`src/design/scgr_pkg.sv`:
```
// package of constants and types for the sensor channel configuration bank
//
// Notes on behaviour
// - bit 7 of each channel register selects resistance range; 0 low, 1 high
// - bits 6-5 select frequency band; value 3 is reserved but stored
// - bits 4-0 hold the sensor cycle count setting the sampling window
// - channel registers reset to 04h: low range, lowest band, count 4
// - tracking register bits 2-1 hold channel 0 fast tracking factor
// - tracking register resets to DAh with reserved bits 1Bh and 0
// - every field of all four registers is readable and writable
package scgr_pkg;

    // ****************************************************************
    // register indices; byte address is four times the index
    // ****************************************************************
    localparam int unsigned SCGR_NUM_REGS = 4;
    localparam logic [7:0] SCGR_IDX_CHAN0_CFG = 8'h20;
    localparam logic [7:0] SCGR_IDX_CHAN1_CFG = 8'h22;
    localparam logic [7:0] SCGR_IDX_CHAN2_CFG = 8'h24;
    localparam logic [7:0] SCGR_IDX_CHAN0_TRK = 8'h25;

    // slot numbers inside the storage
    localparam logic [1:0] SCGR_SLOT_CHAN0_CFG = 2'h0;
    localparam logic [1:0] SCGR_SLOT_CHAN1_CFG = 2'h1;
    localparam logic [1:0] SCGR_SLOT_CHAN2_CFG = 2'h2;
    localparam logic [1:0] SCGR_SLOT_CHAN0_TRK = 2'h3;

    // ****************************************************************
    // reset values
    // ****************************************************************
    localparam logic [7:0] SCGR_RST_CHAN_CFG = 8'h04;
    localparam logic [7:0] SCGR_RST_CHAN0_TRK = 8'hda;

    // ****************************************************************
    // field positions
    // ****************************************************************
    localparam int unsigned SCGR_RANGE_BIT = 7;
    localparam int unsigned SCGR_BAND_MSB = 6;
    localparam int unsigned SCGR_BAND_LSB = 5;
    localparam int unsigned SCGR_COUNT_MSB = 4;
    localparam int unsigned SCGR_COUNT_LSB = 0;
    localparam int unsigned SCGR_TRK_RSVD_HI_MSB = 7;
    localparam int unsigned SCGR_TRK_RSVD_HI_LSB = 3;
    localparam int unsigned SCGR_TRK_FACTOR_MSB = 2;
    localparam int unsigned SCGR_TRK_FACTOR_LSB = 1;
    localparam int unsigned SCGR_TRK_RSVD_LO_BIT = 0;

    // ****************************************************************
    // bus answers
    // ****************************************************************
    localparam logic [1:0] SCGR_RESP_OKAY = 2'h0;
    localparam logic [1:0] SCGR_RESP_SLVERR = 2'h2;

    // ****************************************************************
    // types
    // ****************************************************************
    typedef enum logic [1:0] {
        SCGR_BAND_1M_3M3,
        SCGR_BAND_3M3_10M,
        SCGR_BAND_10M_30M,
        SCGR_BAND_RESERVED
    } scgr_band_e;

    typedef struct packed {
        logic resistance_range;
        scgr_band_e frequency_band;
        logic [4:0] cycle_count;
    } scgr_chan_cfg_s;

    typedef struct packed {
        logic [4:0] reserved_hi;
        logic [1:0] fast_tracking_factor;
        logic reserved_lo;
    } scgr_tracking_s;

endpackage : scgr_pkg

```
`src/design/scgr_reg_store.sv`:
```
// storage for the configuration bytes with a registered read port
module scgr_reg_store #(
    parameter int unsigned NUM_REGS = scgr_pkg::SCGR_NUM_REGS
) (
    input wire logic core_clk_i,
    input wire logic rst_n_i,
    input wire logic wr_en_i,
    input wire logic [1:0] wr_slot_i,
    input wire logic [7:0] wr_data_i,
    input wire logic rd_en_i,
    input wire logic rd_hit_i,
    input wire logic [1:0] rd_slot_i,
    output logic [7:0] rd_data_o,
    output logic [7:0] regs_o [NUM_REGS]
);
    import scgr_pkg::*;

    if (NUM_REGS != SCGR_NUM_REGS) begin : g_num_regs_check
        $error("scgr_reg_store serves exactly four registers");
    end

    logic [7:0] mem_reg [NUM_REGS];

    always_ff @(posedge core_clk_i or negedge rst_n_i) begin
        if (!rst_n_i) begin
            mem_reg[SCGR_SLOT_CHAN0_CFG] <= SCGR_RST_CHAN_CFG;
            mem_reg[SCGR_SLOT_CHAN1_CFG] <= SCGR_RST_CHAN_CFG;
            mem_reg[SCGR_SLOT_CHAN2_CFG] <= SCGR_RST_CHAN_CFG;
            mem_reg[SCGR_SLOT_CHAN0_TRK] <= SCGR_RST_CHAN0_TRK;
        end else if (wr_en_i) begin
            // all eight bits stored, reserved ones included
            mem_reg[wr_slot_i] <= wr_data_i;
        end
    end

    // unmapped reads return zero from the same flop
    always_ff @(posedge core_clk_i or negedge rst_n_i) begin
        if (!rst_n_i) begin
            rd_data_o <= 8'h00;
        end else if (rd_en_i) begin
            rd_data_o <= rd_hit_i ? mem_reg[rd_slot_i] : 8'h00;
        end
    end

    assign regs_o = mem_reg;

endmodule : scgr_reg_store

```
`src/design/scgr_sensor_cfg.sv`:
```
// axi4-lite slave holding channel sensor and tracking configuration
module scgr_sensor_cfg #(
    parameter int unsigned ADDR_W = 10
) (
    input wire logic core_clk_i,
    input wire logic rst_n_i,
    // write address channel
    input wire logic [ADDR_W-1:0] s_axi_awaddr_i,
    input wire logic [2:0] s_axi_awprot_i,
    input wire logic s_axi_awvalid_i,
    output logic s_axi_awready_o,
    // write data channel
    input wire logic [31:0] s_axi_wdata_i,
    input wire logic [3:0] s_axi_wstrb_i,
    input wire logic s_axi_wvalid_i,
    output logic s_axi_wready_o,
    // write response channel
    output logic [1:0] s_axi_bresp_o,
    output logic s_axi_bvalid_o,
    input wire logic s_axi_bready_i,
    // read address channel
    input wire logic [ADDR_W-1:0] s_axi_araddr_i,
    input wire logic [2:0] s_axi_arprot_i,
    input wire logic s_axi_arvalid_i,
    output logic s_axi_arready_o,
    // read data channel
    output logic [31:0] s_axi_rdata_o,
    output logic [1:0] s_axi_rresp_o,
    output logic s_axi_rvalid_o,
    input wire logic s_axi_rready_i,
    // configuration towards the measurement core
    output scgr_pkg::scgr_chan_cfg_s chan0_sensor_config_o,
    output scgr_pkg::scgr_chan_cfg_s chan1_sensor_config_o,
    output scgr_pkg::scgr_chan_cfg_s chan2_sensor_config_o,
    output logic [1:0] chan0_fast_tracking_factor_o
);
    import scgr_pkg::*;

    // ****************************************************************
    // elaboration checks
    // ****************************************************************
    // the highest byte address is 4 * 25h = 94h, so at least 8 bits
    if (ADDR_W < 8 || ADDR_W > 32) begin : g_addr_w_check
        $error("scgr_sensor_cfg needs ADDR_W between 8 and 32");
    end

    // ****************************************************************
    // address decode
    // ****************************************************************
    // returns {hit, slot}; the two low address bits are ignored so that
    // any byte inside an aligned word selects that word
    function automatic logic [2:0] decode_addr(
        input logic [ADDR_W-1:0] addr
    );
        logic [ADDR_W-3:0] word;
        logic [2:0] res;
        word = addr[ADDR_W-1:2];
        res = 3'h0;
        if (word == (ADDR_W-2)'(SCGR_IDX_CHAN0_CFG)) begin
            res = {1'b1, SCGR_SLOT_CHAN0_CFG};
        end else if (word == (ADDR_W-2)'(SCGR_IDX_CHAN1_CFG)) begin
            res = {1'b1, SCGR_SLOT_CHAN1_CFG};
        end else if (word == (ADDR_W-2)'(SCGR_IDX_CHAN2_CFG)) begin
            res = {1'b1, SCGR_SLOT_CHAN2_CFG};
        end else if (word == (ADDR_W-2)'(SCGR_IDX_CHAN0_TRK)) begin
            res = {1'b1, SCGR_SLOT_CHAN0_TRK};
        end
        return res;
    endfunction : decode_addr

    // ****************************************************************
    // write address and data capture
    // ****************************************************************
    logic aw_full_reg;
    logic [ADDR_W-1:0] aw_addr_reg;
    logic w_full_reg;
    logic [7:0] w_data_reg;
    logic w_lane0_reg;
    // ready flops hold the inverse of the full flags so each port leaves a flop
    logic awready_reg;
    logic wready_reg;
    logic bvalid_reg;
    logic [1:0] bresp_reg;
    logic aw_take;
    logic w_take;
    logic wr_fire;
    logic [2:0] wr_dec;
    logic wr_en;

    // address and data are taken in either order, each held until used
    assign aw_take = s_axi_awvalid_i && !aw_full_reg;
    assign w_take = s_axi_wvalid_i && !w_full_reg;
    // the write fires only once the previous response has been taken
    assign wr_fire = aw_full_reg && w_full_reg && !bvalid_reg;
    assign wr_dec = decode_addr(aw_addr_reg);
    // a cleared byte lane 0 leaves the register untouched
    assign wr_en = wr_fire && wr_dec[2] && w_lane0_reg;

    always_ff @(posedge core_clk_i or negedge rst_n_i) begin
        if (!rst_n_i) begin
            aw_full_reg <= 1'b0;
            awready_reg <= 1'b1;
            aw_addr_reg <= '0;
        end else if (aw_take) begin
            aw_full_reg <= 1'b1;
            awready_reg <= 1'b0;
            aw_addr_reg <= s_axi_awaddr_i;
        end else if (wr_fire) begin
            aw_full_reg <= 1'b0;
            awready_reg <= 1'b1;
        end
    end

    always_ff @(posedge core_clk_i or negedge rst_n_i) begin
        if (!rst_n_i) begin
            w_full_reg <= 1'b0;
            wready_reg <= 1'b1;
            w_data_reg <= 8'h00;
            w_lane0_reg <= 1'b0;
        end else if (w_take) begin
            w_full_reg <= 1'b1;
            wready_reg <= 1'b0;
            w_data_reg <= s_axi_wdata_i[7:0];
            w_lane0_reg <= s_axi_wstrb_i[0];
        end else if (wr_fire) begin
            w_full_reg <= 1'b0;
            wready_reg <= 1'b1;
        end
    end

    // ****************************************************************
    // write response
    // ****************************************************************
    always_ff @(posedge core_clk_i or negedge rst_n_i) begin
        if (!rst_n_i) begin
            bvalid_reg <= 1'b0;
            bresp_reg <= SCGR_RESP_OKAY;
        end else if (wr_fire) begin
            bvalid_reg <= 1'b1;
            bresp_reg <= wr_dec[2] ? SCGR_RESP_OKAY : SCGR_RESP_SLVERR;
        end else if (s_axi_bready_i) begin
            bvalid_reg <= 1'b0;
        end
    end

    // ****************************************************************
    // read path
    // ****************************************************************
    logic rvalid_reg;
    logic arready_reg;
    logic [1:0] rresp_reg;
    logic ar_take;
    logic [2:0] rd_dec;
    logic [7:0] rd_byte;

    // one read in flight: no new address until the data has been taken
    assign ar_take = s_axi_arvalid_i && !rvalid_reg;
    assign rd_dec = decode_addr(s_axi_araddr_i);

    always_ff @(posedge core_clk_i or negedge rst_n_i) begin
        if (!rst_n_i) begin
            rvalid_reg <= 1'b0;
            arready_reg <= 1'b1;
            rresp_reg <= SCGR_RESP_OKAY;
        end else if (ar_take) begin
            rvalid_reg <= 1'b1;
            arready_reg <= 1'b0;
            rresp_reg <= rd_dec[2] ? SCGR_RESP_OKAY : SCGR_RESP_SLVERR;
        end else if (s_axi_rready_i) begin
            rvalid_reg <= 1'b0;
            arready_reg <= 1'b1;
        end
    end

    // ****************************************************************
    // register storage
    // ****************************************************************
    logic [7:0] regs [SCGR_NUM_REGS];

    scgr_reg_store #(
        .NUM_REGS(SCGR_NUM_REGS)
    ) u_store (
        .core_clk_i(core_clk_i),
        .rst_n_i(rst_n_i),
        .wr_en_i(wr_en),
        .wr_slot_i(wr_dec[1:0]),
        .wr_data_i(w_data_reg),
        .rd_en_i(ar_take),
        .rd_hit_i(rd_dec[2]),
        .rd_slot_i(rd_dec[1:0]),
        .rd_data_o(rd_byte),
        .regs_o(regs)
    );

    // ****************************************************************
    // field breakout towards the core
    // ****************************************************************
    // one flop stage so the core sees new settings a cycle after storage;
    // reserved band code 3 is passed on unchanged, the core must cope
    function automatic scgr_chan_cfg_s split_cfg(input logic [7:0] raw);
        scgr_chan_cfg_s cfg;
        cfg.resistance_range = raw[SCGR_RANGE_BIT];
        cfg.frequency_band =
            scgr_band_e'(raw[SCGR_BAND_MSB:SCGR_BAND_LSB]);
        cfg.cycle_count = raw[SCGR_COUNT_MSB:SCGR_COUNT_LSB];
        return cfg;
    endfunction : split_cfg

    scgr_chan_cfg_s chan0_cfg_reg;
    scgr_chan_cfg_s chan1_cfg_reg;
    scgr_chan_cfg_s chan2_cfg_reg;
    logic [1:0] chan0_ftf_reg;
    scgr_tracking_s trk_view;

    assign trk_view = scgr_tracking_s'(regs[SCGR_SLOT_CHAN0_TRK]);

    always_ff @(posedge core_clk_i or negedge rst_n_i) begin
        if (!rst_n_i) begin
            chan0_cfg_reg <= scgr_chan_cfg_s'(SCGR_RST_CHAN_CFG);
            chan1_cfg_reg <= scgr_chan_cfg_s'(SCGR_RST_CHAN_CFG);
            chan2_cfg_reg <= scgr_chan_cfg_s'(SCGR_RST_CHAN_CFG);
        end else begin
            chan0_cfg_reg <= split_cfg(regs[SCGR_SLOT_CHAN0_CFG]);
            chan1_cfg_reg <= split_cfg(regs[SCGR_SLOT_CHAN1_CFG]);
            chan2_cfg_reg <= split_cfg(regs[SCGR_SLOT_CHAN2_CFG]);
        end
    end

    always_ff @(posedge core_clk_i or negedge rst_n_i) begin
        if (!rst_n_i) begin
            chan0_ftf_reg <= SCGR_RST_CHAN0_TRK[SCGR_TRK_FACTOR_MSB:
                                               SCGR_TRK_FACTOR_LSB];
        end else begin
            chan0_ftf_reg <= trk_view.fast_tracking_factor;
        end
    end

    // ****************************************************************
    // outputs
    // ****************************************************************
    assign s_axi_awready_o = awready_reg;
    assign s_axi_wready_o = wready_reg;
    assign s_axi_bvalid_o = bvalid_reg;
    assign s_axi_bresp_o = bresp_reg;
    assign s_axi_arready_o = arready_reg;
    assign s_axi_rvalid_o = rvalid_reg;
    assign s_axi_rresp_o = rresp_reg;
    // narrow register data sits in the low byte, upper bits read zero
    assign s_axi_rdata_o = {24'h000000, rd_byte};
    assign chan0_sensor_config_o = chan0_cfg_reg;
    assign chan1_sensor_config_o = chan1_cfg_reg;
    assign chan2_sensor_config_o = chan2_cfg_reg;
    assign chan0_fast_tracking_factor_o = chan0_ftf_reg;

endmodule : scgr_sensor_cfg

```
`config.mk`:
```
export PLATFORM = sky130hd
export DESIGN_NAME = scgr_sensor_cfg
export DESIGN_NICKNAME = d
export VERILOG_FILES = /design/src/design/scgr_pkg.sv /design/src/design/scgr_reg_store.sv /design/src/design/scgr_sensor_cfg.sv
export SDC_FILE = /design/constraint.sdc
export NUM_CORES = 1
export LEC_CHECK = 0
export BUFFER_PORTS_ARGS = -buffer_cell sky130_fd_sc_hd__buf_4
export CAP_MARGIN = 20
export CORE_ASPECT_RATIO = 1.4
export CORE_UTILIZATION = 44
export DETAILED_ROUTE_END_ITERATION = 10
export HOLD_SLACK_MARGIN = 0.15
export PLACE_DENSITY_LB_ADDON = 0.3
export SETUP_SLACK_MARGIN = 0.1
export SLEW_MARGIN = 5
export SYNTH_ARGS = -nofsm -noshare
export SYNTH_HDL_FRONTEND = slang
export SYNTH_SLANG_ARGS = --single-unit
```
`constraint.sdc`:
```
create_clock -name core_clk_i -period 2.1 [get_ports core_clk_i]
set_input_delay 0.315 -clock core_clk_i [delete_from_list [all_inputs] [get_ports core_clk_i]]
set_output_delay 0.315 -clock core_clk_i [all_outputs]
set_load 0.02 [all_outputs]
```
==> results of run 1 <==
[layout make-up]
type	count	share of cell area, %
multi-input cells	161	25.8
inverters	15	1.19
repair buffers	87	14.6
well taps	102	2.71
clock buffers	12	5.44
clock inverters	4	1.01
flip-flops and latches	92	49.3
[metrics by stage]
| stage | instances | power (mW) | util (%) |
|---|---|---|---|
| floorplan | 302 | 3.06 | - |
| global placement | 454 | 3.41 | 53.3 |
| detailed placement | 454 | 3.46 | 53.3 |
| CTS | 473 | 5.10 | 57.4 |
| global route | 473 | 5.31 | 57.5 |
| finish | 473 | 5.03 | 57.5 |
[final timing paths]
check                                   start                       end  slack [ns]
max                            aw_addr_reg[5]        u_store.regs_o[22]        0.16
min                            s_axi_rready_i            s_axi_rvalid_o        0.17
max reg2reg                    aw_addr_reg[5]        u_store.regs_o[22]        0.16
min reg2reg                u_store.regs_o[18]  chan1_sensor_config_o[2]        0.37
max in group asynchronous             rst_n_i           s_axi_arready_o        1.01
min in group asynchronous             rst_n_i            aw_addr_reg[9]        0.43
[power by group through the flow]
stage	clock (mW)	sequential (mW)	combinational, mW
floorplan	0	2.53	0.535
global placement	0	2.47	0.943
detailed placement	0	2.48	0.974
CTS	1.65	2.46	0.987
global route	1.72	2.52	1.07
finish	1.60	2.46	0.972
[synth_stat cells, types with 2 or more instances]
cell type	n	share of area (%)
dfstp_2	15	11
dfrtp_1	77	52
nor2b_1	4	0.67
clkbuf_1	5	0.50
nand2_1	12	1.2
nor3b_1	8	1.6
nor3_1	2	0.27
o21a_1	3	0.60
nor4_4	2	1.1
mux2_2	47	14
a211oi_1	8	1.6
inv_1	15	1.5
nand3_1	2	0.27
o211ai_1	8	1.6
o21ai_0	23	3.1
buf_4	26	5.2
[metal layers]
layer / vias to the layer above / global-route usage [%] / wire [um] / part of all wire (%)
li1: 1097 / - / - / -
met4: 0 / 8.33 / 179 / 2.5
met2: 84 / 31.2 / 3830 / 53
met1: 1177 / 20.4 / 2750 / 38
met3: 13 / 5.43 / 452 / 6.3
met5: - / 0 / 0 / 0
[repair_timing]
action	4_1_cts	5_1_grt
hold buffers	2	0
gates resized for setup	2	1
endpoints found under the hold margin	23	0
buffers inserted	1	0
pin swaps	1	1
endpoints found under the setup margin	9	19
[logic make-up (layout without fill, tap and decap cells)]
group / count (synthesis) / after routing / share of synthesized area, %
buf+inv: 49 / 118 / 7.79
flops: 92 / 92 / 62.3
simple gates: 42 / 42 / 7.96
mux: 47 / 47 / 14.2
other cells: 1 / 26 / 0.101
compound gates: 46 / 46 / 7.63
==> results.yml, run 1 <==
timing:
  rsz0062_at_grt: "false"
  hold_viol_final: 0
  holdWs_ns: 0.174
  tns_ns: 0
  fin_ws_ns: 0.165
  finalCriticalPeriod_ns: 1.94
  fin_worst_skew_ns: 0.00637
  finalMaxSlewViolations: 0
  max_freq_ghz: 0.517
  finalSetupViolations: 0
  fin_crit_sh_pct: 92.2
grt:
  grt_pass1_wl_um: 11800
  grt_use_total_pct: 18.2
  grt_pass1_vias: 2415
  grt_overflow_total: 0
  grt_max_degree: 46
  antenna_found_initial: 0
synthesis:
  postSynth.asyncResetShare_pct: 100
  synth-seq-cells: 92
  synthCells: 277
  yosysUniqueCellTypes: 36
  synth_edf_count: 0
  yosysSeqAreaShare_pct: 62.3
  syn_area_um2: 3720
  syn_area_per_cell_um2: 13.4
  synth-main-ff-cell: "dfrtp_1"
  yosysWarnings: 0
power_and_ir_drop:
  p_int_mw: 3.63
  switching_share_pct: 27.8
  ir_worst_vdd_v: 0.000695
  pwr-share-clk_pct: 31.8
  p_comb_share_pct: 19.3
  powerDensity_nw_per_um2: 1070
  p_switching_mw: 1.40
  p_leak_nw: 2.28
  p_seq_share_pct: 48.8
setup_path:
  crit_required_ns: 2.31
  cp_max_fo: 8
  critPathKind: "reg -> reg"
  critPathMaxStageDelay_ns: 0.56
  path_depth: 6
  cp-end-kind: "flip-flop"
  crit_buf_inv: 2
  crit_slowest_cell: "or4_4"
  start_kind: "flip-flop"
  reg2reg_depth: 6
  cp.arrival_ns: 2.15
  crit_chain: "or4_4, buf_4, nor3_1, nand3_1, buf_6, mux2_2"
  crit_family: "simple AND/OR/NAND/NOR gates"
hold_path:
  min_path_cells: 2
  hold_class: "in -> reg"
clock_tree:
  clock-sinks: 92
  cts_buffers: 9
  tritoncts: "done"
  cts_buffer_depth: 2
  ctsHtreeMaxLevel: 3
  clk_pin_slew_worst_paths_ns: 0.06
  root_buffer: "clkbuf_16"
  clock_latency_ns: 0.34
placement:
  place_area_um2: 4370
  globalplace.congestion: 0.732
  portBuffers: 72
  hpwl_um: 5010
  place_ws_ns: 0.0959
floorplanning:
  fp.dieW_um: 79.8
  ioPinCount: 136
  core_um2: 8200
  initial_core_util_pct: 45.4
  fp.dieH_um: 111
  die_area_um2: 8840
  placementRows: 39
layout:
  multi_input_area_um2: 1220
  antenna_cells: 0
  final_area_um2: 4710
  area_delta_synth_final_pct: 26.5
  mostFrequentLayoutCell: "buf_4"
  drive_gt1_share_pct: 45.6
  fill_cells: 676
  layout_common_cells: "buf_4, dfrtp_1, mux2_2, conb_1, o21ai_0"
  largest_register_ffs: 32
  regArea_um2: 2320
  nets: 435
drt:
  viasPerCell: 5.01
  first_pass_iters: 4
  vias: 2371
  drc: 0
  drt_first_iter_violations: 175
  drtAntennaViolNets: 0
  wl_per_cell_um: 15.3
  drt_wl_total_um: 7220
run:
  maxCapViolations: 0
outcome:
  status: "completed"
No activity file was read; power rests on OpenSTA's default activity.
==> run 2, diff against run 1 <==
--- a/config.mk
+++ b/config.mk
@@ -5,10 +5,11 @@
 export SDC_FILE = /design/constraint.sdc
 export NUM_CORES = 1
 export LEC_CHECK = 0
+export ABC_AREA = 1
 export BUFFER_PORTS_ARGS = -buffer_cell sky130_fd_sc_hd__buf_4
 export CAP_MARGIN = 20
 export CORE_ASPECT_RATIO = 1.4
-export CORE_UTILIZATION = 44
+export CORE_UTILIZATION = 45
 export DETAILED_ROUTE_END_ITERATION = 10
 export HOLD_SLACK_MARGIN = 0.15
 export PLACE_DENSITY_LB_ADDON = 0.3
==> constraint.sdc (replaced) <==
create_clock -name core_clk_i -period 1.7 [get_ports core_clk_i]
set_input_delay 0.255 -clock core_clk_i [delete_from_list [all_inputs] [get_ports core_clk_i]]
set_output_delay 0.255 -clock core_clk_i [all_outputs]
set_load 0.02 [all_outputs]
==> run 2 against run 1 <==
Net effect: worst setup slack got worse by 0.0013 ns; non-clock buffer count increased by 17; sequential power increased by 17%; die area increased by 1.5%; hold slack got worse by 0.017 ns; core utilization increased by 3.9 points; critical path depth increased by 3; final cell count increased by 36%; clock power increased by 29%; synthesized cell count increased by 54%; register-to-register slack about the same; largest power group unchanged.
==> results.yml, run 2 <==
synthesis:
  synth-seq-cells: 92
  synth-main-ff-cell: "dfrtp_1"
  synth_edf_count: 0
  yosysMostFrequentCell: "nand2_1"
  yosysUniqueCellTypes: 23
  yosysSeqAreaShare_pct: 60.0
  syn_area_um2: 3870
  yosysWarnings: 0
  synthCells: 426
  netlist.area_leader.share_pct: 49.8
  synthTopCellsByArea: "dfrtp_1, nand2_1, dfstp_2"
  syn_area_per_cell_um2: 9.08
  postSynth.asyncResetShare_pct: 100
  yosys-top-cells-count: "nand2_1, dfrtp_1, inv_1, nand3_1, buf_4"
  synth_area_leader_cell: "dfrtp_1"
setup_path:
  cp_max_fo: 8
  critPathKind: "reg -> reg"
  cp-end-kind: "flip-flop"
  reg2reg_slack_ns: 0.16
  cp.arrival_ns: 1.81
  start_kind: "flip-flop"
  crit_start: "aw_addr_reg[3]"
  r2r_start: "aw_addr_reg[3]"
  crit_required_ns: 1.98
timing:
  rsz0062_at_grt: "true"
  fin_worst_skew_ns: 0.00447
  fin_crit_sh_pct: 90.4
  hold_viol_final: 0
  finalSetupViolations: 0
  finalMaxSlewViolations: 0
  tns_ns: 0
  finalCriticalPeriod_ns: 1.54
  max_freq_ghz: 0.651
layout:
  layout_common_cells: "nand2_1, buf_4, dfrtp_1, nand3_1, inv_1"
  final_util_pct: 61.4
  drive_gt1_share_pct: 26.5
  nets: 604
  mostFrequentLayoutCell: "nand2_1"
  antenna_cells: 0
  area_delta_synth_final_pct: 31.0
  largest_register_ffs: 32
grt:
  grt_use_total_pct: 20.5
  antenna_found_initial: 0
  met3_usage_pct: 4.51
  grt_max_degree: 39
  use_met2_pct: 36.2
  grt_pass1_vias: 3094
  grt_overflow_total: 0
  grt.met1_usage_pct: 22.5
  grt_pass1_wl_um: 13800
  busiest_layer: "met2"
floorplanning:
  placementRows: 39
  initial_core_util_pct: 46.9
  ioPinCount: 136
  fp.dieW_um: 80.4
  fp.dieH_um: 112
  core_um2: 8250
  die_area_um2: 8970
drt:
  drt_wl_total_um: 8350
  viasPerCell: 4.79
  wl_per_cell_um: 13.0
  drc: 0
  vias: 3078
  first_pass_iters: 4
  drt_first_iter_violations: 206
  drtAntennaViolNets: 0
power_and_ir_drop:
  switching_share_pct: 30.7
  p_leak_nw: 2.65
  powerDensity_nw_per_um2: 1230
  p_seq_share_pct: 46.1
  p_int_mw: 4.33
  p_switching_mw: 1.92
  ir_worst_vdd_v: 0.00111
  pwr-share-clk_pct: 33.1
  p_comb_share_pct: 20.9
hold_path:
  hold_start: "s_axi_wdata_i[6]"
  hold_class: "in -> reg"
clock_tree:
  tritoncts: "done"
  ctsHtreeMaxLevel: 3
  clock_latency_ns: 0.33
  cts_buffers: 9
  clk_pin_slew_worst_paths_ns: 0.06
  cts_buffer_depth: 2
  root_buffer: "clkbuf_16"
  clock-sinks: 92
run:
  maxCapViolations: 0
placement:
  portBuffers: 72
  hpwl_um: 5820
  globalplace.congestion: 0.808
outcome:
  status: "completed"
run 2: worst paths after layout:
check                                                       end  depth (start not counted)
worst max-delay path                         u_store.regs_o[21]                          9
worst min-delay path                              w_data_reg[6]                          3
worst max register to register               u_store.regs_o[21]                          9
worst min register to register  chan0_fast_tracking_factor_o[0]                          0
max in group asynchronous                       s_axi_arready_o                          3
min in group asynchronous              chan0_sensor_config_o[5]                          2
run 2: critical path, cell delays in order, from the launching register on:
cell	delay (ns)
dfrtp_1	0.38
inv_2	0.08
nand2_1	0.09
nor2_2	0.16
nand2_2	0.08
nand3_4	0.12
nand3_4	0.12
nor2_4	0.26
nand2_1	0.11
nand2_1	0.07
run 2: what timing repair did:
| action | 4_1_cts | 5_1_grt |
|---|---|---|
| endpoints found under the hold margin | 46 | 0 |
| pin swaps | 0 | 9 |
| setup endpoints to repair | 5 | 32 |
| gates resized for setup | 0 | 14 |
| setup buffers | 1 | 2 |
| hold buffers | 17 | 0 |
run 2: power groups by stage:
stage               registers, mW  logic (mW)  clock network (mW)
detailed placement           2.90        1.21                   0
CTS                          2.87        1.25                2.10
global route                 2.92        1.46                2.20
global placement             2.89        1.17                   0
floorplan                    2.92       0.703                   0
finish                       2.87        1.30                2.06
run 2: kinds of logic after synthesis:
family / count (synthesis) / synth area share (%)
DFF: 92 / 60.0
and+or+nand+nor: 234 / 26.6
AOI/OAI and AO/OA: 29 / 3.75
buffers and inverters: 70 / 9.58
other: 1 / 0.0970
run 2: cell type report:
type / count / area (um^2)
inverters: 39 / 146
multi-input cells: 289 / 1300
repair buffers: 104 / 848
clock inverters: 4 / 55.1
fillers: 709 / 3180
flip-flops and latches: 92 / 2320
clock buffers: 12 / 267
well taps: 102 / 128
run 2: routing by layer:
| layer | share of wire, % | up-vias | routed length, um |
|---|---|---|---|
| li1 | - | 1491 | - |
| met1 | 38 | 1464 | 3140 |
| met2 | 53 | 105 | 4430 |
| met3 | 5.8 | 18 | 484 |
| met4 | 3.5 | 0 | 291 |
| met5 | 0 | - | 0 |
run 2: metrics by stage:
| step | cell area [um^2] | hold WS [ns] | setup slack, ns | power, mW | std cells |
|---|---|---|---|---|---|
| 5_1_grt | 5060 | 0.160 | 0.0645 | 6.58 | 642 |
| 3_3_place_gp | 4520 | 0.254 | 0.102 | 4.06 | 606 |
| 3_5_place_dp | 4520 | 0.256 | 0.0902 | 4.11 | 606 |
| 4_1_cts | 5020 | 0.154 | 0.117 | 6.22 | 640 |
| 2_1_floorplan | 3960 | -0.0406 | 0.254 | 3.63 | 451 |
| 6_report | 5060 | 0.157 | 0.163 | 6.24 | 642 |
